`src/cire_regs.svh`:
```
`ifndef CIRE_REGS_SVH
`define CIRE_REGS_SVH
// Flags bit positions
`define CIRE_FLAG_CHAIN_BIT   1
`define CIRE_FLAG_MASTER_BIT  7
// Reset values
`define CIRE_FLAGS_RESET      8'h00
`define CIRE_PC_RESET         32'h0000_0000
`define CIRE_SP_RESET         32'h0000_0000
// Fixed system exception vector quad address
`define CIRE_EXC_VECTOR_ADDR  32'h0000_0008
// Stack adjustment counts
`define CIRE_EXC_SP_STEP1     32'h0000_0001
`define CIRE_EXC_SP_STEP2     32'h0000_0005
`define CIRE_PAD_BYTE         8'h00
// Exception cause bit positions
`define CIRE_CAUSE_PCOV       0
`define CIRE_CAUSE_SPOV       1
`define CIRE_CAUSE_DIV0       2
`define CIRE_CAUSE_DIVOVF     3
`define CIRE_CAUSE_ILL        4
`endif

```
`src/cire_pkg.sv`:
```
package cire_pkg;
  // Sequencer states
  typedef enum logic [4:0] {
    CIRE_IDLE,
    CIRE_RET_PC3, CIRE_RET_PC2, CIRE_RET_PC1, CIRE_RET_PC0,
    CIRE_RET_FLAGS,
    CIRE_ENT_FLAGS, CIRE_ENT_PAD, CIRE_ENT_PC0, CIRE_ENT_PC1,
    CIRE_ENT_PC2, CIRE_ENT_PC3,
    CIRE_EXC_FLAGS, CIRE_EXC_PC,
    CIRE_VEC3, CIRE_VEC2, CIRE_VEC1, CIRE_VEC0
  } cire_state_t;
endpackage

```
`src/cire_core.sv`:
```
`timescale 1ns/100ps
`include "cire_regs.svh"
// Functional notes
// - Normal return pops PC high byte first
// - Normal return skips one padding byte
// - Normal return pops flags, then resumes
// - Chained return clears master enable only
// - Chained return loads top-priority vector directly
// - Entry copies prior master enable to chain
// - Chain flag is flags bit 1, writable
// - Higher priority of simultaneous requests wins
// - Re-enabled routine may be preempted
// - Software set creates normal pending request
// - Disabled requests only visible for polling
// - Writing one clears a pending request
// - Exceptions ignore master enable and masks
// - Five exception causes are supported
// - Exception stacks flags and next PC high byte only
// - Exception vector fetched from fixed quad
// - Exception: SP minus one, minus five
// - Entry pushes flags, pad, PC, clears enable
// - Enable/disable instructions set/clear master enable
module cire_core
  import cire_pkg::*;
#(
  parameter int NUM_IRQ = 8
) (
  input  wire logic               i_clock,
  input  wire logic               i_resetn,
  input  wire logic [NUM_IRQ-1:0] i_irq_lines,
  input  wire logic [NUM_IRQ-1:0] i_irq_enable,
  input  wire logic [NUM_IRQ-1:0] i_request_set_reg_one,
  input  wire logic [NUM_IRQ-1:0] i_request_clear,
  input  wire logic [4:0]         i_exc_cause,
  input  wire logic [31:0]        i_next_pc,
  input  wire logic               i_interrupt_return_instr,
  input  wire logic               i_global_enable_instr,
  input  wire logic               i_global_disable_instr,
  input  wire logic               i_flags_write,
  input  wire logic [7:0]         i_flags_wdata,
  input  wire logic               i_sp_write,
  input  wire logic [31:0]        i_sp_wdata,
  input  wire logic [7:0]         i_mem_rdata,
  output logic [NUM_IRQ-1:0]      o_irq_pending,
  output logic [4:0]              o_exc_status,
  output logic [7:0]              o_flags,
  output logic [31:0]             o_pc,
  output logic [31:0]             o_sp,
  output logic                    o_mem_read,
  output logic                    o_mem_write,
  output logic [31:0]             o_mem_addr,
  output logic [7:0]              o_mem_wdata,
  output logic                    o_busy,
  output logic                    o_resume
);

  localparam int IW = (NUM_IRQ > 1) ? $clog2(NUM_IRQ) : 1;

  cire_state_t            state_reg;      // Sequencer state
  logic [NUM_IRQ-1:0]     sync1_reg;      // Request line first stage
  logic [NUM_IRQ-1:0]     sync2_reg;      // Request line second stage
  logic [NUM_IRQ-1:0]     line_prev_reg;  // For rising-edge detect
  logic [NUM_IRQ-1:0]     pend_reg;       // Pending request bits
  logic [4:0]             exc_sync1_reg;  // Exception cause first stage
  logic [4:0]             exc_sync2_reg;  // Exception cause second stage
  logic [4:0]             exc_prev_reg;   // Cause edge detect
  logic [4:0]             exc_pend_reg;   // Exceptions awaiting entry
  logic [7:0]             flags_reg;      // Flags register
  logic [31:0]            pc_reg;         // Program counter
  logic [31:0]            sp_reg;         // Stack pointer
  logic [31:0]            vec_addr_reg;   // Vector quad address in use
  logic                   prior_ie_reg;   // Master enable before entry
  logic                   rd_reg;         // Memory read strobe
  logic                   wr_reg;         // Memory write strobe
  logic [31:0]            addr_reg;       // Memory address
  logic [7:0]             wdata_reg;      // Memory write data
  logic                   resume_reg;     // One-cycle resume pulse
  logic                   pop_flags_reg;  // Last read of a return carries flags

  logic [NUM_IRQ-1:0]     active;         // Pending and enabled
  logic                   any_active;     // Some vectored request ready
  logic [IW-1:0]          top_idx;        // Highest-priority index
  logic                   master_ie;      // Master enable bit
  logic                   chain_enable_flag; // Chain enable bit
  logic                   idle;           // Sequencer free

  assign master_ie         = flags_reg[`CIRE_FLAG_MASTER_BIT];
  assign chain_enable_flag = flags_reg[`CIRE_FLAG_CHAIN_BIT];
  // Not idle while the last read byte of a sequence is still landing
  assign idle              = (state_reg == CIRE_IDLE) && !rd_reg;

  // Priority encoder: lowest index is highest priority
  // Only enabled bits compete; masked bits stay visible for polling
  always_comb begin
    active     = pend_reg & i_irq_enable;
    any_active = |active;
    top_idx    = '0;
    for (int k = NUM_IRQ - 1; k >= 0; k--) begin
      if (active[k]) begin
        top_idx = IW'(k);
      end
    end
  end

  // Two-flop synchronisers for external request lines and causes
  // The third stage only remembers the last value for edge detection
  always_ff @(posedge i_clock or negedge i_resetn) begin
    if (!i_resetn) begin
      sync1_reg     <= '0;
      sync2_reg     <= '0;
      line_prev_reg <= '0;
      exc_sync1_reg <= '0;
      exc_sync2_reg <= '0;
      exc_prev_reg  <= '0;
    end else begin
      sync1_reg     <= i_irq_lines;
      sync2_reg     <= sync1_reg;
      line_prev_reg <= sync2_reg;
      exc_sync1_reg <= i_exc_cause;
      exc_sync2_reg <= exc_sync1_reg;
      exc_prev_reg  <= exc_sync2_reg;
    end
  end

  // Pending bits per source; set wins over clear
  // A chained return leaves its bit pending; software clears it
  generate
    for (genvar g = 0; g < NUM_IRQ; g++) begin : g_pend
      logic taken;  // This source is being vectored
      assign taken = idle && (top_idx == IW'(g)) && active[g] && master_ie
                     && !i_interrupt_return_instr && exc_pend_reg == 5'h00;
      always_ff @(posedge i_clock or negedge i_resetn) begin
        if (!i_resetn) begin
          pend_reg[g] <= 1'b0;
        end else if ((sync2_reg[g] && !line_prev_reg[g]) || i_request_set_reg_one[g]) begin
          pend_reg[g] <= 1'b1;
        end else if (i_request_clear[g] || taken) begin
          pend_reg[g] <= 1'b0;
        end
      end
    end
  endgenerate

  // Exception pending bits, cleared when entry starts
  // Causes that arrive mid-sequence wait here until the sequencer is free
  always_ff @(posedge i_clock or negedge i_resetn) begin
    if (!i_resetn) begin
      exc_pend_reg <= '0;
    end else begin
      for (int c = 0; c < 5; c++) begin
        if (exc_sync2_reg[c] && !exc_prev_reg[c]) begin
          exc_pend_reg[c] <= 1'b1;
        end else if (idle && !i_interrupt_return_instr) begin
          exc_pend_reg[c] <= 1'b0;
        end
      end
    end
  end

  // Main sequencer: entry, exception and return
  always_ff @(posedge i_clock or negedge i_resetn) begin
    if (!i_resetn) begin
      state_reg    <= CIRE_IDLE;
      flags_reg    <= `CIRE_FLAGS_RESET;
      pc_reg       <= `CIRE_PC_RESET;
      sp_reg       <= `CIRE_SP_RESET;
      vec_addr_reg <= '0;
      prior_ie_reg <= 1'b0;
      rd_reg       <= 1'b0;
      wr_reg       <= 1'b0;
      addr_reg     <= '0;
      wdata_reg    <= '0;
      resume_reg   <= 1'b0;
      pop_flags_reg <= 1'b0;
    end else begin
      rd_reg     <= 1'b0;
      wr_reg     <= 1'b0;
      resume_reg <= 1'b0;
      case (state_reg)
        CIRE_IDLE: begin
          // Control inputs are refused in the landing cycle
          if (i_flags_write && idle) begin
            flags_reg <= i_flags_wdata;
          end else if (i_global_enable_instr && idle) begin
            flags_reg[`CIRE_FLAG_MASTER_BIT] <= 1'b1;
          end else if (i_global_disable_instr && idle) begin
            flags_reg[`CIRE_FLAG_MASTER_BIT] <= 1'b0;
          end
          if (i_sp_write && idle) begin
            sp_reg <= i_sp_wdata;
          end
          if (!idle) begin
            // Last byte lands now: resume once PC and flags are whole
            resume_reg <= 1'b1;
          end else if (i_interrupt_return_instr) begin
            if (chain_enable_flag && any_active) begin
              flags_reg[`CIRE_FLAG_MASTER_BIT] <= 1'b0;
              vec_addr_reg <= {{(30-IW){1'b0}}, top_idx, 2'b00};
              state_reg    <= CIRE_VEC3;
            end else begin
              state_reg <= CIRE_RET_PC3;
            end
          end else if (exc_pend_reg != 5'h00) begin
            pc_reg       <= i_next_pc;
            prior_ie_reg <= master_ie;
            vec_addr_reg <= `CIRE_EXC_VECTOR_ADDR;
            state_reg    <= CIRE_EXC_FLAGS;
          end else if (any_active && master_ie) begin
            pc_reg       <= i_next_pc;
            prior_ie_reg <= master_ie;
            vec_addr_reg <= {{(30-IW){1'b0}}, top_idx, 2'b00};
            state_reg    <= CIRE_ENT_FLAGS;
          end
        end
        // Normal return: PC bytes most significant first
        CIRE_RET_PC3, CIRE_RET_PC2, CIRE_RET_PC1, CIRE_RET_PC0: begin
          rd_reg   <= 1'b1;
          addr_reg <= sp_reg;
          sp_reg   <= sp_reg + 32'h1;
          state_reg <= cire_state_t'(state_reg + 5'd1);
        end
        CIRE_RET_FLAGS: begin
          rd_reg    <= 1'b1;
          addr_reg  <= sp_reg + 32'h1;
          sp_reg    <= sp_reg + 32'h2;
          state_reg <= CIRE_IDLE;
          // Flags byte lands next cycle and raises the resume pulse there
          pop_flags_reg <= 1'b1;
        end
        // Interrupt entry pushes
        CIRE_ENT_FLAGS: begin
          wr_reg    <= 1'b1;
          addr_reg  <= sp_reg - 32'h1;
          wdata_reg <= flags_reg;
          sp_reg    <= sp_reg - 32'h1;
          flags_reg[`CIRE_FLAG_CHAIN_BIT] <= prior_ie_reg;
          state_reg <= CIRE_ENT_PAD;
        end
        CIRE_ENT_PAD: begin
          wr_reg    <= 1'b1;
          addr_reg  <= sp_reg - 32'h1;
          wdata_reg <= `CIRE_PAD_BYTE;
          sp_reg    <= sp_reg - 32'h1;
          state_reg <= CIRE_ENT_PC0;
        end
        CIRE_ENT_PC0, CIRE_ENT_PC1, CIRE_ENT_PC2, CIRE_ENT_PC3: begin
          wr_reg   <= 1'b1;
          addr_reg <= sp_reg - 32'h1;
          sp_reg   <= sp_reg - 32'h1;
          case (state_reg)
            CIRE_ENT_PC0: wdata_reg <= pc_reg[7:0];
            CIRE_ENT_PC1: wdata_reg <= pc_reg[15:8];
            CIRE_ENT_PC2: wdata_reg <= pc_reg[23:16];
            default:      wdata_reg <= pc_reg[31:24];
          endcase
          if (state_reg == CIRE_ENT_PC3) begin
            flags_reg[`CIRE_FLAG_MASTER_BIT] <= 1'b0;
            state_reg <= CIRE_VEC3;
          end else begin
            state_reg <= cire_state_t'(state_reg + 5'd1);
          end
        end
        // Exception stacking: flags at SP-1, PC high byte at SP-6
        CIRE_EXC_FLAGS: begin
          wr_reg    <= 1'b1;
          addr_reg  <= sp_reg - `CIRE_EXC_SP_STEP1;
          wdata_reg <= flags_reg;
          sp_reg    <= sp_reg - `CIRE_EXC_SP_STEP1;
          flags_reg[`CIRE_FLAG_CHAIN_BIT] <= prior_ie_reg;
          state_reg <= CIRE_EXC_PC;
        end
        CIRE_EXC_PC: begin
          wr_reg    <= 1'b1;
          addr_reg  <= sp_reg - `CIRE_EXC_SP_STEP2;
          wdata_reg <= pc_reg[31:24];
          sp_reg    <= sp_reg - `CIRE_EXC_SP_STEP2;
          state_reg <= CIRE_VEC3;
        end
        // Vector fetch, four byte reads high first
        CIRE_VEC3, CIRE_VEC2, CIRE_VEC1, CIRE_VEC0: begin
          rd_reg    <= 1'b1;
          addr_reg  <= vec_addr_reg;
          vec_addr_reg <= vec_addr_reg + 32'h1;
          if (state_reg == CIRE_VEC0) begin
            // Low vector byte lands next cycle, then execution resumes
            state_reg     <= CIRE_IDLE;
            pop_flags_reg <= 1'b0;
          end else begin
            state_reg <= cire_state_t'(state_reg + 5'd1);
          end
        end
        default: begin
          state_reg <= CIRE_IDLE;
        end
      endcase
      // Read data stands with its strobe and is taken at the edge that ends it,
      // so each byte lands while the sequencer has moved one state on
      if (rd_reg) begin
        case (state_reg)
          CIRE_RET_PC2, CIRE_VEC2: pc_reg[31:24] <= i_mem_rdata;
          CIRE_RET_PC1, CIRE_VEC1: pc_reg[23:16] <= i_mem_rdata;
          CIRE_RET_PC0, CIRE_VEC0: pc_reg[15:8]  <= i_mem_rdata;
          CIRE_RET_FLAGS:          pc_reg[7:0]   <= i_mem_rdata;
          CIRE_IDLE: begin
            if (pop_flags_reg) begin
              flags_reg <= i_mem_rdata;
            end else begin
              pc_reg[7:0] <= i_mem_rdata;
            end
          end
          default: begin
          end
        endcase
      end
    end
  end

  // Registered status outputs
  // Status outputs lag the internal state by one cycle
  always_ff @(posedge i_clock or negedge i_resetn) begin
    if (!i_resetn) begin
      o_irq_pending <= '0;
      o_exc_status  <= '0;
      o_busy        <= 1'b0;
    end else begin
      o_irq_pending <= pend_reg;
      o_exc_status  <= exc_pend_reg;
      o_busy        <= !idle;
    end
  end

  // Remaining outputs come straight from their registers
  assign o_flags     = flags_reg;
  assign o_pc        = pc_reg;
  assign o_sp        = sp_reg;
  assign o_mem_read  = rd_reg;
  assign o_mem_write = wr_reg;
  assign o_mem_addr  = addr_reg;
  assign o_mem_wdata = wdata_reg;
  assign o_resume    = resume_reg;

endmodule // cire_core

```
`config.mk`:
```
export PLATFORM = sky130hd
export DESIGN_NAME = cire_core
export DESIGN_NICKNAME = d
export VERILOG_FILES = /design/src/cire_pkg.sv /design/src/cire_core.sv
export VERILOG_INCLUDE_DIRS = /design/src
export SDC_FILE = /design/constraint.sdc
export NUM_CORES = 1
export LEC_CHECK = 0
export ABC_CLOCK_PERIOD_IN_PS = 3000
export BUFFER_PORTS_ARGS = -buffer_cell sky130_fd_sc_hd__buf_2
export CELL_PAD_IN_SITES_DETAIL_PLACEMENT = 1
export CELL_PAD_IN_SITES_GLOBAL_PLACEMENT = 2
export CORE_MARGIN = 4
export CORE_UTILIZATION = 30
export CTS_CLUSTER_DIAMETER = 100
export DETAILED_ROUTE_END_ITERATION = 7
export PLACE_DENSITY = 0.73
export SETUP_SLACK_MARGIN = 0.2
export SYNTH_ARGS = -nofsm -noshare
export SYNTH_HDL_FRONTEND = slang
export SYNTH_SLANG_ARGS = --single-unit
```
`constraint.sdc`:
```
create_clock -name i_clock -period 3 [get_ports i_clock]
set_input_delay 0 -clock i_clock [delete_from_list [all_inputs] [get_ports i_clock]]
set_output_delay 0 -clock i_clock [all_outputs]
set_load 0.02 [all_outputs]
```
* After elaboration in Yosys (flattened, before gate mapping) *
Cells that the tools add are included.

storage, ports and cells
  bits in registers = 220
  input bits = 124
  output and inout bits = 129
  logic and storage cells = 286

operators by class
  $add $sub $neg = 6
  eq/ne operators = 29
  mux-type cells = 83
  bitwise operators = 2
  reduce and logical (&&, ||, !) cells = 132

operator list
  kind                     number
  $mux W32                 12
  $pmux W32 S5             2
  $add A32 B1 Y32 const B  2
  $pmux W32 S2             1
  $logic_and A1 B1 Y1      61
  $mux W8                  7
  $eq A5 B4 Y1 const B     8
  $pmux W5 S8              1
  $mux W1                  37
  $mux W5                  7
  $add A32 B2 Y32 const B  1
  $pmux W8 S4              1
  $reduce_bool A2 Y1       16
  $sub A32 B1 Y32 const B  1
  $sub A32 B3 Y32 const B  1
  $mux W3                  8
  $pmux W8 S3              1
  $eq A5 B3 Y1 const B     4
  $logic_not A1 Y1         16
  $logic_or A1 B1 Y1       16
  $pmux W8 S2              1
  $reduce_or A8 Y1         2
  $reduce_bool A5 Y1       3
  $eq A3 B3 Y1 const B     4
  other kinds (24)         39

* Depth between registers and ports, before layout *
Gate-level depths: netlist of the first run.

  depth in word-level cells = 18
  depth in mapped cells = 13
  gate-level depth less buffers = 10

* Worst setup path before layout of the first run *
OpenSTA, ideal clock, no wires.

  path kind = register -> register
  from = register state_reg[3]
  to = register vec_addr_reg[29]
  setup time = 143 ps
  data arrival time = 2,668 ps
  data required time = 2,857 ps
  path slack = 189 ps
  cell stages (with the launch flop) = 14
  buffers on the path = 4
  clock period less this slack = 2,811 ps
  cell sequence = dfrtp_1 buf_2 buf_1 buf_1 and3_1 ha_1 inv_1 nand4_2 nor2_2 a2111oi_2 buf_2 nand3_1 xnor2_1 nor2b_1

between the ends
  word-level cells in the longest chain between the ends = 4
  elaborated cells between the ends (all ways) = 13
  those cells by class = eq/ne: 7; mux: 1; reduce/logical: 5

RTL lines
  what                                                          RTL line          source
  from (decl)                                                   cire_core.sv:59   cire_state_t state_reg;
  from (signal assigned)                                        cire_core.sv:220  state_reg <= cire_state_t'(state_reg + 5'd1);
  from (signal assigned)                                        cire_core.sv:260  state_reg <= cire_state_t'(state_reg + 5'd1);
  from (signal assigned)                                        cire_core.sv:289  state_reg <= cire_state_t'(state_reg + 5'd1);
  $eq A5 B5 Y1 (tied with other cells)                          cire_core.sv:179  case (state_reg)
  $reduce_or A4 Y1 or $logic_and A1 B1 Y1 (tied branches)       -
  $reduce_bool A2 Y1 (no line) or $ne A2 B2 Y1 (tied branches)  -
  $reduce_and A4 Y1 (no line)                                   -
  to (signal assigned)                                          cire_core.sv:198  vec_addr_reg <= {{(30-IW){1'b0}}, top_idx, 2'b00};
  to (signal assigned)                                          cire_core.sv:206  vec_addr_reg <= `CIRE_EXC_VECTOR_ADDR;
  to (signal assigned)                                          cire_core.sv:211  vec_addr_reg <= {{(30-IW){1'b0}}, top_idx, 2'b00};
  to (decl)                                                     cire_core.sv:71   logic [31:0] vec_addr_reg;

Several ways; a longest one is shown, not always the timed one.
A chain may end at the register's enable or synchronous reset.

* Final worst setup path of the first run *
  from = register state_reg[0]
  to = register sp_reg[23] (netlist: o_sp[23])

between the ends
  word-level cells in the longest chain between the ends = 5
  elaborated cells between the ends (all ways) = 22
  those cells by class = eq/ne: 14; mux: 1; reduce/logical: 7

RTL lines
  what                                                                      RTL line          source
  parallel branches: the longest is 5 deep, another holds $reduce_or A7 Y1  -
  to (signal assigned)                                                      cire_core.sv:190  sp_reg <= i_sp_wdata;
  to (signal assigned)                                                      cire_core.sv:219  sp_reg <= sp_reg + 32'h1;
  to (signal assigned)                                                      cire_core.sv:225  sp_reg <= sp_reg + 32'h2;
  to (decl)                                                                 cire_core.sv:70   logic [31:0] sp_reg;

Parallel ways; which one is timed is not known.

==> results by group, run 1 <==
Worst setup path
  – Critical path peak fanout: 7
  – FF-to-FF path depth: 9
  – Crit-path max cell delay: 0.45 ns
  – Worst Path Required: 3.44 ns
  – Critical R2R Launch: state_reg[0]
  – R2R Path End: o_sp[23]
  – Worst R2R Setup Slack: 0.31 ns
  – Worst setup EP type: flip-flop
  – Worst setup startpoint: state_reg[0]
  – Critical path arrival: 3.13 ns
  – CP startpoint kind: flip-flop
  – Slowest-stage cell, CP: dfrtp_2
  – Crit Path Class: flip-flop to flip-flop
  – Critical-path cell list: inv_2, ha_2, o31a_1, buf_4, o211ai_1, nand2_1, a41oi_1, o311a_1, o22ai_1

Power
  – Pwr dens: 1150 mW/mm^2
  – Peak supply drop: 513 uV
  – Leakage: 7.81 nW

Clock network
  – Clock-pin slew on the worst setup and hold paths: 0.06 ns
  – Clock Sink Count: 220
  – Clock root buffer master: clkbuf_16
  – TritonCTS Buffers: 28
  – CTS tree: built
  – Htree depth: 1
  – Clk buf depth: 3
  – Clock Latency Late Sink: 0.56 ns

Global route
  – GRT Total Usage: 25.8%
  – Number of global-route vias before repair: 15213
  – Initial antenna violation count: 0
  – Grt total ovfl: 0
  – Largest net degree at the start of global routing: 79
  – First-pass GRT wire length: 95300 um

Route
  – Routed via count: 14628
  – Detailed Routing Iterations Pass 1: 8
  – DR WL/cell: 24.3 um
  – Vias per Instance: 5.67
  – Final ANT Viol Nets: 0
  – Drt drc: 0
  – Routed WL: 62700 um
  – DRT iter0 DRCs: 944

Logic synthesis
  – Multiplexer share of the synthesized area: 3.21%
  – Post-Syn Instances: 1518
  – Post-Syn Nets: 1654
  – Ys Warns: 0
  – Yosys reg bits: 220
  – Synth Area in XOR/XNOR: 3.20%
  – EDFF count, synth: 0
  – Seq/Total Area, Yosys: 41.9%
  – Post-Synth Simple-Gate Area: 21.0%
  – Ys async rst share: 100%
  – Post-synthesis instance area: 0.0132 mm^2
  – Synth cell types: 87
  – Synth Area in Compound Gates: 24.7%
  – Mean Syn Cell Area: 8.66 um^2
  – Largest family of logic cells by synthesized area: compound AO/OA/AOI/OAI gates
  – Top FF cell, synth: dfrtp_1
  – Adder-cell area share of the yosys netlist: 1.22%

Hold path
  – Hold path start: i_global_disable_instr
  – Hold Path Depth: 6
  – Min-Delay Path Class: input port to flip-flop
  – Hold Crit Endpoint: o_flags[7]

Timing
  – Final clock period utilization by the worst path: 89.8%
  – Fmax: 371 MHz
  – RSZ-0062 raised after global routing: yes
  – Relative slew slack: 40.9%
  – Max Clock Skew: 0.0119 ns
  – Max-slew violations: 0
  – Setup violations, final: 0
  – Final Hold Viols: 0
  – Slew @ Worst Pin: 0.877 ns
  – Min Tclk post-route: 2.69 ns
  – Hold Worst Slack: 0.0499 ns

Placed design
  – DP HPWL: 46900 um
  – Placer Congestion: 0.896
  – Port Buffers: 252
  – Placed Instances: 2398

Layout
  – Fin cells: 2578
  – Diodes inserted: 0
  – Layout cells sized above 1: 27.2%
  – Layout overhead on the synthesized area: 40.8%
  – Fin nets: 2110
  – Commonest non-fill, non-tap cell in the layout: buf_2
  – Util after Layout: 42.9%
  – Most frequent cells in the layout: buf_2 (251), dfrtp_1 (213), buf_4 (158), nand2_1 (147), o21ai_0 (133)

Floorplanning
  – Die W: 217 um
  – Die ar.: 0.0472 mm^2
  – Boundary Pins: 253
  – CORE AREA: 0.0432 mm^2
  – Die height: 217 um
  – Initial Util: 30.5%
  – Num rows: 76

Flow run
  – Total of max-cap violations: 0

Status
  – Outcome: complete, no violations
-- metrics by stage --
step,instance area [um^2],setup TNS [ns],setup WS [ns],total power [mW]
2_1_floorplan,13200,0,0.295,11.7
3_3_place_gp,16000,-0.150,-0.0706,17.0
3_5_place_dp,16000,-0.881,-0.178,17.2
4_1_cts,18400,0,0.173,21.1
5_1_grt,18500,0,0.182,22.6
6_report,18500,0,0.306,21.4
-- area by class of cell --
cell class              instances  area [um^2]
clock inverters                15          201
flip-flops and latches        220         5510
well taps                     585          732
repair buffers                542         3870
fillers                      5054        24700
inverters                      42          160
clock buffers                  34          753
multi-input cells            1140         7280
-- kinds of logic (layout without fill, tap and decap cells) --
| kind of cell | Yosys count | count (layout) |
|---|---|---|
| compound gates | 493 | 493 |
| xor+xnor | 48 | 48 |
| fa+ha+maj | 13 | 13 |
| buf+inv | 158 | 633 |
| flops | 220 | 220 |
| mux | 42 | 42 |
| simple gates | 544 | 544 |
-- critical path: cells and delay by family, from the launching register on --
family	cells	cell delay [ns]
flops	1	0.45
fa+ha+maj	1	0.25
buf+inv	2	0.28
simple gates	1	0.14
compound gates	5	1.44
-- routing by layer --
layer | track usage (%) | part of all wire, % | vias up
li1 | - | - | 6570
met2 | 46.6 | 51 | 487
met3 | 3.39 | 4.9 | 121
met5 | 0 | 0 | -
met4 | 8.40 | 3.7 | 0
met1 | 32.0 | 41 | 7450
-- timing repair --
item                                    4_1_cts  5_1_grt
pin swaps                                     1        4
endpoints found under the setup margin       63       89
setup buffers                                 7        3
hold endpoints to repair                    315        0
gates resized for setup                      21       43
hold buffers                                121        0
-- worst max path at each step --
stage / end / slack, ns / cells past startpoint
3_3_place_gp: o_sp[17] / -0.07 / 9
5_1_grt: o_mem_addr[22] / 0.18 / 13
2_1_floorplan: vec_addr_reg[29] / 0.30 / 13
4_1_cts: o_sp[22] / 0.17 / 8
6_report: o_sp[23] / 0.31 / 9
3_5_place_dp: o_sp[5] / -0.18 / 9
-- cell usage after synthesis (5+ instances only) --
cell type	instances	area [um^2]
dfrtp_1	220	5510
nand2_1	152	571
o21ai_0	138	691
nor2_1	124	465
a21oi_1	91	455
clkbuf_1	75	282
nand3_1	52	260
nor3_1	42	210
inv_1	41	154
mux2i_1	41	410
a22oi_1	40	300
a31oi_1	37	231
nand4_1	36	225
o22ai_1	28	175
xor2_1	28	245
and3_1	22	138
buf_2	20	100
nor4_1	20	125
xnor2_1	20	175
buf_1	17	63.8
and2_1	16	100
a221oi_1	12	105
and4_1	12	105
ha_1	12	150
o211ai_1	11	82.6
o221ai_1	11	96.3
a21o_1	10	75.1
or3_1	10	62.6
a211oi_1	8	60.1
a22o_1	8	70.1
a311oi_1	8	70.1
nand2b_1	8	50.1
nor2b_1	8	50.1
o21a_1	8	60.1
or4_1	8	60.1
a211o_1	7	61.3
a41oi_1	7	61.3
o31a_1	7	61.3
o31ai_1	6	45.0
a222oi_1	5	50.1
nor3b_1	5	37.5
-- power breakdown --
| group | switching, mW | leakage, nW | internal [mW] | total [mW] |
|---|---|---|---|---|
| logic | 7.73 | 4.74 | 4.82 | 12.5 |
| clock network | 1.39 | 0.468 | 2.13 | 3.52 |
| registers | 1.31 | 2.60 | 3.98 | 5.28 |
| total | 10.4 | 7.81 | 10.9 | 21.4 |
(Power assumes the default switching activity.)
==> run 2, diff against run 1 <==
==> constraint.sdc (replaced) <==
create_clock -name i_clock -period 3 [get_ports i_clock]
set_input_delay 0.15 -clock i_clock [delete_from_list [all_inputs] [get_ports i_clock]]
set_output_delay 0.15 -clock i_clock [all_outputs]
set_load 0.02 [all_outputs]
==> run 2 against run 1 <==
Total power up 1.2%. First-iteration DRC count down 10%. Final area down 0.66%. Register-to-register slack worse by 0.06 ns. Maximum frequency down 2.2%. Final cell count down 0.62%. Non-clock buffer count down 18. Largest cell class unchanged.
==> results by group, run 2 (synthesis gave the netlist of run 1 again) <==
Worst setup path
  – Critical path peak fanout: 7 (unchanged)
  – CP startpoint kind: flip-flop
  – Worst Path Required: 3.50 ns (+0.06 ns)
  – Critical path arrival: 3.25 ns (+0.12 ns)
  – Worst setup EP type: flip-flop
  – Crit Path Class: flip-flop to flip-flop

Placed design
  – DP HPWL: 47000 um (+0.40%)
  – Placed Instances: 2399 (+0.042%)
  – Placer Congestion: 0.923 (+3.0%)
  – Port Buffers: 252 (unchanged)
  – Placed cell area: 0.0160 mm^2 (-0.11%)

Status
  – Outcome: complete, no violations

Timing
  – Max Clock Skew: 0.0117 ns (-0.000150 ns)
  – Fmax: 363 MHz (-2.2%)
  – Relative slew slack: 41.6% (+0.68 points)
  – RSZ-0062 raised after global routing: yes
  – Setup violations, final: 0 (unchanged)
  – Final clock period utilization by the worst path: 91.8% (+2.0 points)
  – Max-slew violations: 0 (unchanged)
  – Slew @ Worst Pin: 0.867 ns (-0.0101 ns)
  – Hold Worst Slack: 0.00332 ns (-0.0466 ns)
  – Min Tclk post-route: 2.75 ns (+0.0600 ns)
  – Final Hold Viols: 0 (unchanged)

Global route
  – Grt total ovfl: 0 (unchanged)
  – GRT Total Usage: 26.0% (+0.11 points)
  – Number of global-route vias before repair: 15399 (+1.2%)
  – Initial antenna violation count: 3 (+3)
  – First-pass GRT wire length: 95800 um (+0.59%)
  – Largest net degree at the start of global routing: 78 (-1.3%)

Flow run
  – Total of max-cap violations: 0 (unchanged)

Route
  – Drt drc: 0 (unchanged)
  – Vias per Instance: 5.69 (+0.30%)
  – DRT iter0 DRCs: 849 (-10%)
  – DR WL/cell: 24.4 um (+0.56%)
  – Routed via count: 14581 (-0.32%)
  – Detailed Routing Iterations Pass 1: 6 (-2)
  – Routed WL: 62600 um (about the same)
  – Final ANT Viol Nets: 0 (unchanged)

Power
  – Leakage: 7.74 nW (-0.90%)
  – Switch share: 48.8% (about the same)
  – Sw power: 10.5 mW (+1.1%)
  – Peak supply drop: 685 uV (+33%)
  – Sequential share of power: 24.3% (-0.5 points)
  – Int Pwr: 11.1 mW (+1.3%)
  – Pwr dens: 1180 mW/mm^2 (+1.9%)
  – Clock share of power: 17.2% (+0.7 points)
  – Combinational power share: 58.5% (-0.3 points)

Layout
  – Layout overhead on the synthesized area: 39.8%
  – Most frequent cells in the layout: buf_2 (251), dfrtp_1 (213), buf_4 (160), nand2_1 (143), o21ai_0 (130)
  – Commonest non-fill, non-tap cell in the layout: buf_2
  – Fin cells: 2562 (-0.62%)
  – Fin nets: 2091 (-0.90%)
  – Fillers: 5127 (+1.4%)
  – Layout cells sized above 1: 27.9% (+0.70 points)
  – Finished Cell Area: 0.0184 mm^2 (-0.66%)

Floorplanning
  – Num rows: 76 (unchanged)
  – Die ar.: 0.0472 mm^2 (unchanged)
  – Boundary Pins: 253 (unchanged)
  – CORE AREA: 0.0432 mm^2 (unchanged)
  – Initial Util: 30.5% (unchanged)
  – Die W: 217 um (unchanged)
  – Die height: 217 um (unchanged)

Clock network
  – Clock Sink Count: 220 (unchanged)
  – TritonCTS Buffers: 27 (-3.6%)
  – Clock-pin slew on the worst setup and hold paths: 0.06 ns (about the same)
  – Clk buf depth: 3 (unchanged)
  – Htree depth: 1 (unchanged)
  – CTS tree: built
  – Clock root buffer master: clkbuf_16
  – Clock Latency Late Sink: 0.57 ns (about the same)

Hold path
  – Min-Delay Path Class: input port to flip-flop
## run 2: final timing paths
| path | cells past startpoint | to | startpoint | slack, ns |
|---|---|---|---|---|
| min in group asynchronous | 2 | o_sp[13] | i_resetn | 0.05 |
| max in group asynchronous | 3 | pend_reg[1] | i_resetn | 1.97 |
| hold / removal | 3 | pend_reg[4] | i_irq_enable[4] | 0.003 |
| setup / recovery | 10 | vec_addr_reg[21] | state_reg[0] | 0.25 |
| setup reg to reg | 10 | vec_addr_reg[21] | state_reg[0] | 0.25 |
| hold reg to reg | 0 | exc_sync2_reg[2] | exc_sync1_reg[2] | 0.35 |
## run 2: timing repair
action | in CTS | in global routing
pin swaps | 1 | 3
hold buffers | 101 | 0
hold endpoints to repair | 257 | 0
gates resized for setup | 16 | 61
buffers inserted | 6 | 5
endpoints found under the setup margin | 44 | 108
gates cloned | 0 | 0
## run 2: area by class of cell
cell class                      count  area (um^2)  area share [%]
Multi-Input combinational cell   1140         7310            39.8
Sequential cell                   220         5510            30.0
Timing Repair Buffer              524         3670            20.0
Tap cell                          585          732            3.98
Clock buffer                       33          708            3.85
Clock inverter                     16          283            1.54
Inverter                           42          160           0.871
Antenna cell                        2         5.00          0.0272
## run 2: power by group through the flow
stage / registers (mW) / clock network [mW] / logic [mW]
floorplan: 5.60 / 0 / 6.05
detailed placement: 5.26 / 0 / 12.0
global placement: 5.24 / 0 / 11.7
global route: 5.39 / 3.92 / 13.6
finish: 5.26 / 3.71 / 12.6
CTS: 5.24 / 3.79 / 12.3
## run 2: through the flow
stage	setup WS [ns]	TNS, ns	total power, mW	util [%]
CTS	0.168	0	21.3	42.0
global placement	0.124	0	17.0	37.1
floorplan	0.295	0	11.7	-
global route	0.0967	0	22.9	42.6
finish	0.246	0	21.6	42.6
detailed placement	-0.0184	-0.0208	17.2	37.1
## run 2: metal layers
layer	GRT usage (%)	up-vias	part of all wire, %
li1	-	6565	-
met1	32.0	7330	40
met2	46.0	545	50
met3	3.88	139	5.7
met4	9.43	2	4.6
met5	0	-	0.021
## run 2: critical path, cell delays in order (launching register included)
cell       delay [ns]
dfrtp_2          0.46
inv_2            0.13
ha_4             0.20
or4bb_1          0.55
nand4_2          0.15
nor2_2           0.09
a2111oi_4        0.34
buf_4            0.19
nand2_1          0.10
or3_1            0.33
a21oi_1          0.14
==> run 3, diff against run 2 <==
- ABC_AREA: unset -> 1
- CORE_UTILIZATION: 30 -> 28
- PLACE_DENSITY: 0.73 -> 0.74
==> run 3 against run 2 <==
Count of clock-buffer cells in the layout grew 4. Total power is 14% higher. Wire length up 12%. Non-clock buffer count is 81 lower. Sequential power grew 1%. Critical path type unchanged. Largest cell class unchanged. Largest power group unchanged.
==> results by group, run 3 <==
Route
  – Routed WL: 69800 um (+12%)
  – Final ANT Viol Nets: 0 (unchanged)
  – DR WL/cell: 21.0 um (-14%)
  – Routed via count: 16721 (+15%)
  – Vias per Instance: 5.04 (-12%)
  – DRT iter0 DRCs: 1028 (+21%)
  – Detailed Routing Iterations Pass 1: 5 (-1)
  – Drt drc: 0 (unchanged)

Power
  – Leakage: 9.32 nW (+20%)
  – Pwr dens: 1270 mW/mm^2 (+8.3%)
  – Peak supply drop: 919 uV (+34%)

Timing
  – Max-slew violations: 0 (unchanged)
  – Relative slew slack: 40.4% (-1.2 points)
  – RSZ-0062 raised after global routing: no
  – Fmax: 370 MHz (+2.0%)
  – Final clock period utilization by the worst path: 90.0% (-1.8 points)
  – Max Clock Skew: 0.0304 ns (+0.0187 ns)
  – Setup WS post-layout: 0.299 ns (+0.0532 ns)
  – Final Hold Viols: 0 (unchanged)
  – Slew @ Worst Pin: 0.888 ns (+0.0211 ns)
  – Final setup TNS: 0 ns (unchanged)
  – Min Tclk post-route: 2.70 ns (-0.0532 ns)
  – Setup violations, final: 0 (unchanged)

Floorplanning
  – Initial Util: 28.4% (-2.1 points)
  – CORE AREA: 0.0515 mm^2 (+19%)
  – Die ar.: 0.0559 mm^2 (+18%)
  – Num rows: 83 (+9.2%)
  – Die W: 236 um (+8.8%)
  – Boundary Pins: 253 (unchanged)
  – Die height: 236 um (+8.8%)

Placed design
  – Placed cell area: 0.0170 mm^2 (+6.1%)
  – Port Buffers: 252 (unchanged)
  – Pre-CTS setup slack: 0.240 ns (+0.258 ns)
  – DP HPWL: 53700 um (+14%)
  – Placer Congestion: 0.899 (-2.6%)

Logic synthesis
  – Count leader, synth: nand2_1
  – Post-Syn Instances: 2227 (+47%)
  – Largest area contributor in the netlist: dfrtp_1
  – Synth cell types: 45 (-48%)
  – Top FF cell, synth: dfrtp_1
  – Ys Warns: 0 (unchanged)
  – Ys async rst share: 100% (unchanged)
  – Seq/Total Area, Yosys: 37.7% (-4.2 points)
  – Top cells by count, synth: nand2_1 (693), nor2_1 (327), dfrtp_1 (220), inv_1 (214), nand3_1 (191)
  – Top post-synthesis cells by area: dfrtp_1 (38%), nand2_1 (18%), nor2_1 (8.4%), nand3_1 (6.5%), inv_1 (5.5%)
  – Post-Syn Nets: 2363 (+43%)
  – Yosys reg bits: 220 (unchanged)
  – Mean Syn Cell Area: 6.56 um^2 (-24%)
  – EDFF count, synth: 0 (unchanged)
  – Synth top area share: 37.7% (-4.2 points)
  – Post-synthesis instance area: 0.0146 mm^2 (+11%)

Global route
  – Number of global-route vias before repair: 17440 (+13%)
  – GRT Total Usage: 24.3% (-1.7 points)
  – First-pass GRT wire length: 107000 um (+11%)
  – Largest net degree at the start of global routing: 79 (+1.3%)
  – Initial antenna violation count: 4 (+1)
  – Grt total ovfl: 0 (unchanged)

Layout
  – Fin nets: 2750 (+32%)
  – Layout overhead on the synthesized area: 32.1%
  – Finished Cell Area: 0.0193 mm^2 (+5.0%)
  – Commonest non-fill, non-tap cell in the layout: nand2_1
  – Layout cells sized above 1: 16.6% (-11 points)
  – Most frequent cells in the layout: nand2_1 (689), nor2_1 (317), buf_2 (251), dfrtp_1 (218), inv_1 (213)

Clock network
  – Clock-pin slew on the worst setup and hold paths: 0.07 ns (about the same)
  – Clock root buffer master: clkbuf_16
  – Clk buf depth: 3 (unchanged)
  – TritonCTS Buffers: 28 (+3.7%)
  – CTS tree: built
  – Htree depth: 1 (unchanged)
  – Clock Sink Count: 220 (unchanged)
  – Clock Latency Late Sink: 0.60 ns (+0.03 ns)

Worst setup path
  – Critical path's most frequent cell: nand2_1
  – CP top delay family: simple AND/OR/NAND/NOR gates
  – Critical-path cell list: ha_1, nand2_1, nor2_1, nand2_1, nor2_1, nand3_1, nand2_1, nor2_1, nor2_1, nand2_1, nand2_1, nand2_1
  – Worst Path Required: 3.46 ns (-0.04 ns)
  – CP startpoint kind: flip-flop
  – Critical path peak fanout: 10 (+3)
  – Slowest-stage cell, CP: dfrtp_2
  – Worst setup startpoint: o_sp[2]
  – Critical R2R Launch: o_sp[2]
  – WP buf/inv: 0 (-2)
  – Worst setup EP type: flip-flop
  – Critical path arrival: 3.16 ns (-0.09 ns)
  – Crit Path Class: flip-flop to flip-flop
  – Crit-path max cell delay: 0.51 ns (-0.04 ns)

Hold path
  – Min-Delay Path Class: input port to flip-flop
  – Hold path start: i_next_pc[3]

Status
  – Outcome: complete, no violations

Flow run
  – Total of max-cap violations: 0 (unchanged)
-- run 3: changes by cell type after synthesis, sizes merged, moves of 18 or more --
cell / previous run / this run
a22oi: 40 / 2
nand3: 52 / 193
and3: 22 / 0
nor2: 127 / 336
o211ai: 11 / 33
nand2: 152 / 701
nor4: 25 / 0
xnor2: 20 / 2
mux2i: 41 / 0
inv: 42 / 222
clkbuf: 75 / 44
o21ai: 142 / 160
-- run 3: cells by family after synthesis --
| logic type | synth area share [%] |
|---|---|
| AOI/OAI and AO/OA | 12.8 |
| xor gates and xnor gates | 2.58 |
| DFF | 37.7 |
| and+or+nand+nor | 37.3 |
| buffers and inverters | 8.57 |
| adders and majority gates | 1.03 |
-- run 3: per-layer routing --
layer | track usage (%) | wire [um] | vias to the layer above
met2 | 39.2 | 31800 | 415
met3 | 3.69 | 3570 | 90
met1 | 34.3 | 32600 | 8246
li1 | - | - | 7968
met5 | 0 | 13 | -
met4 | 6.19 | 1850 | 2
-- run 3: worst paths after layout --
kind	end	slack (ns)	cells after the start
max	o_sp[31]	0.30	12
min	o_pc[3]	0.05	4
max reg2reg	o_sp[31]	0.30	12
min reg2reg	exc_sync2_reg[4]	0.35	0
max in group asynchronous	o_sp[24]	1.94	3
min in group asynchronous	line_prev_reg[3]	0.15	2
-- run 3: final cells by class --
class	instances	area, um^2
Inverter	225	847
Clock inverter	15	245
Timing Repair Buffer	443	3120
Clock buffer	37	774
Fill cell	6621	32200
Tap cell	680	851
Antenna cell	4	10.0
Multi-Input combinational cell	1696	7950
Sequential cell	220	5510
-- run 3: what timing repair did --
action | CTS | global route
setup buffers | 0 | 5
resized for setup | 1 | 24
endpoints found under the hold margin | 173 | 0
pin swaps | 0 | 2
hold buffers | 113 | 0
setup endpoints to repair | 2 | 95
-- run 3: worst reg2reg max path, stage by stage (launching register included) --
cell     delay (ns)
dfrtp_2        0.51
ha_1           0.25
nand2_1        0.21
nor2_1         0.41
nand2_1        0.32
nor2_1         0.30
nand3_1        0.12
nand2_1        0.13
nor2_1         0.05
nor2_1         0.10
nand2_1        0.07
nand2_1        0.06
nand2_1        0.04
-- run 3: stage by stage --
stage / instances / util (%) / hold WS, ns / total power, mW
finish: 3320 / 37.5 / 0.0461 / 24.6
global route: 3318 / 37.5 / 0.0544 / 26.5
CTS: 3311 / 37.2 / 0.000626 / 24.5
detailed placement: 3146 / 33.0 / 0.196 / 20.4
global placement: 3146 / 33.0 / 0.181 / 20.2
floorplan: 2227 / - / -0.146 / 14.1
-- run 3: power breakdown --
group	total [mW]	switching, mW	internal, mW
clock	3.77	1.51	2.26
combinational	15.5	10.7	4.78
sequential	5.33	1.27	4.06
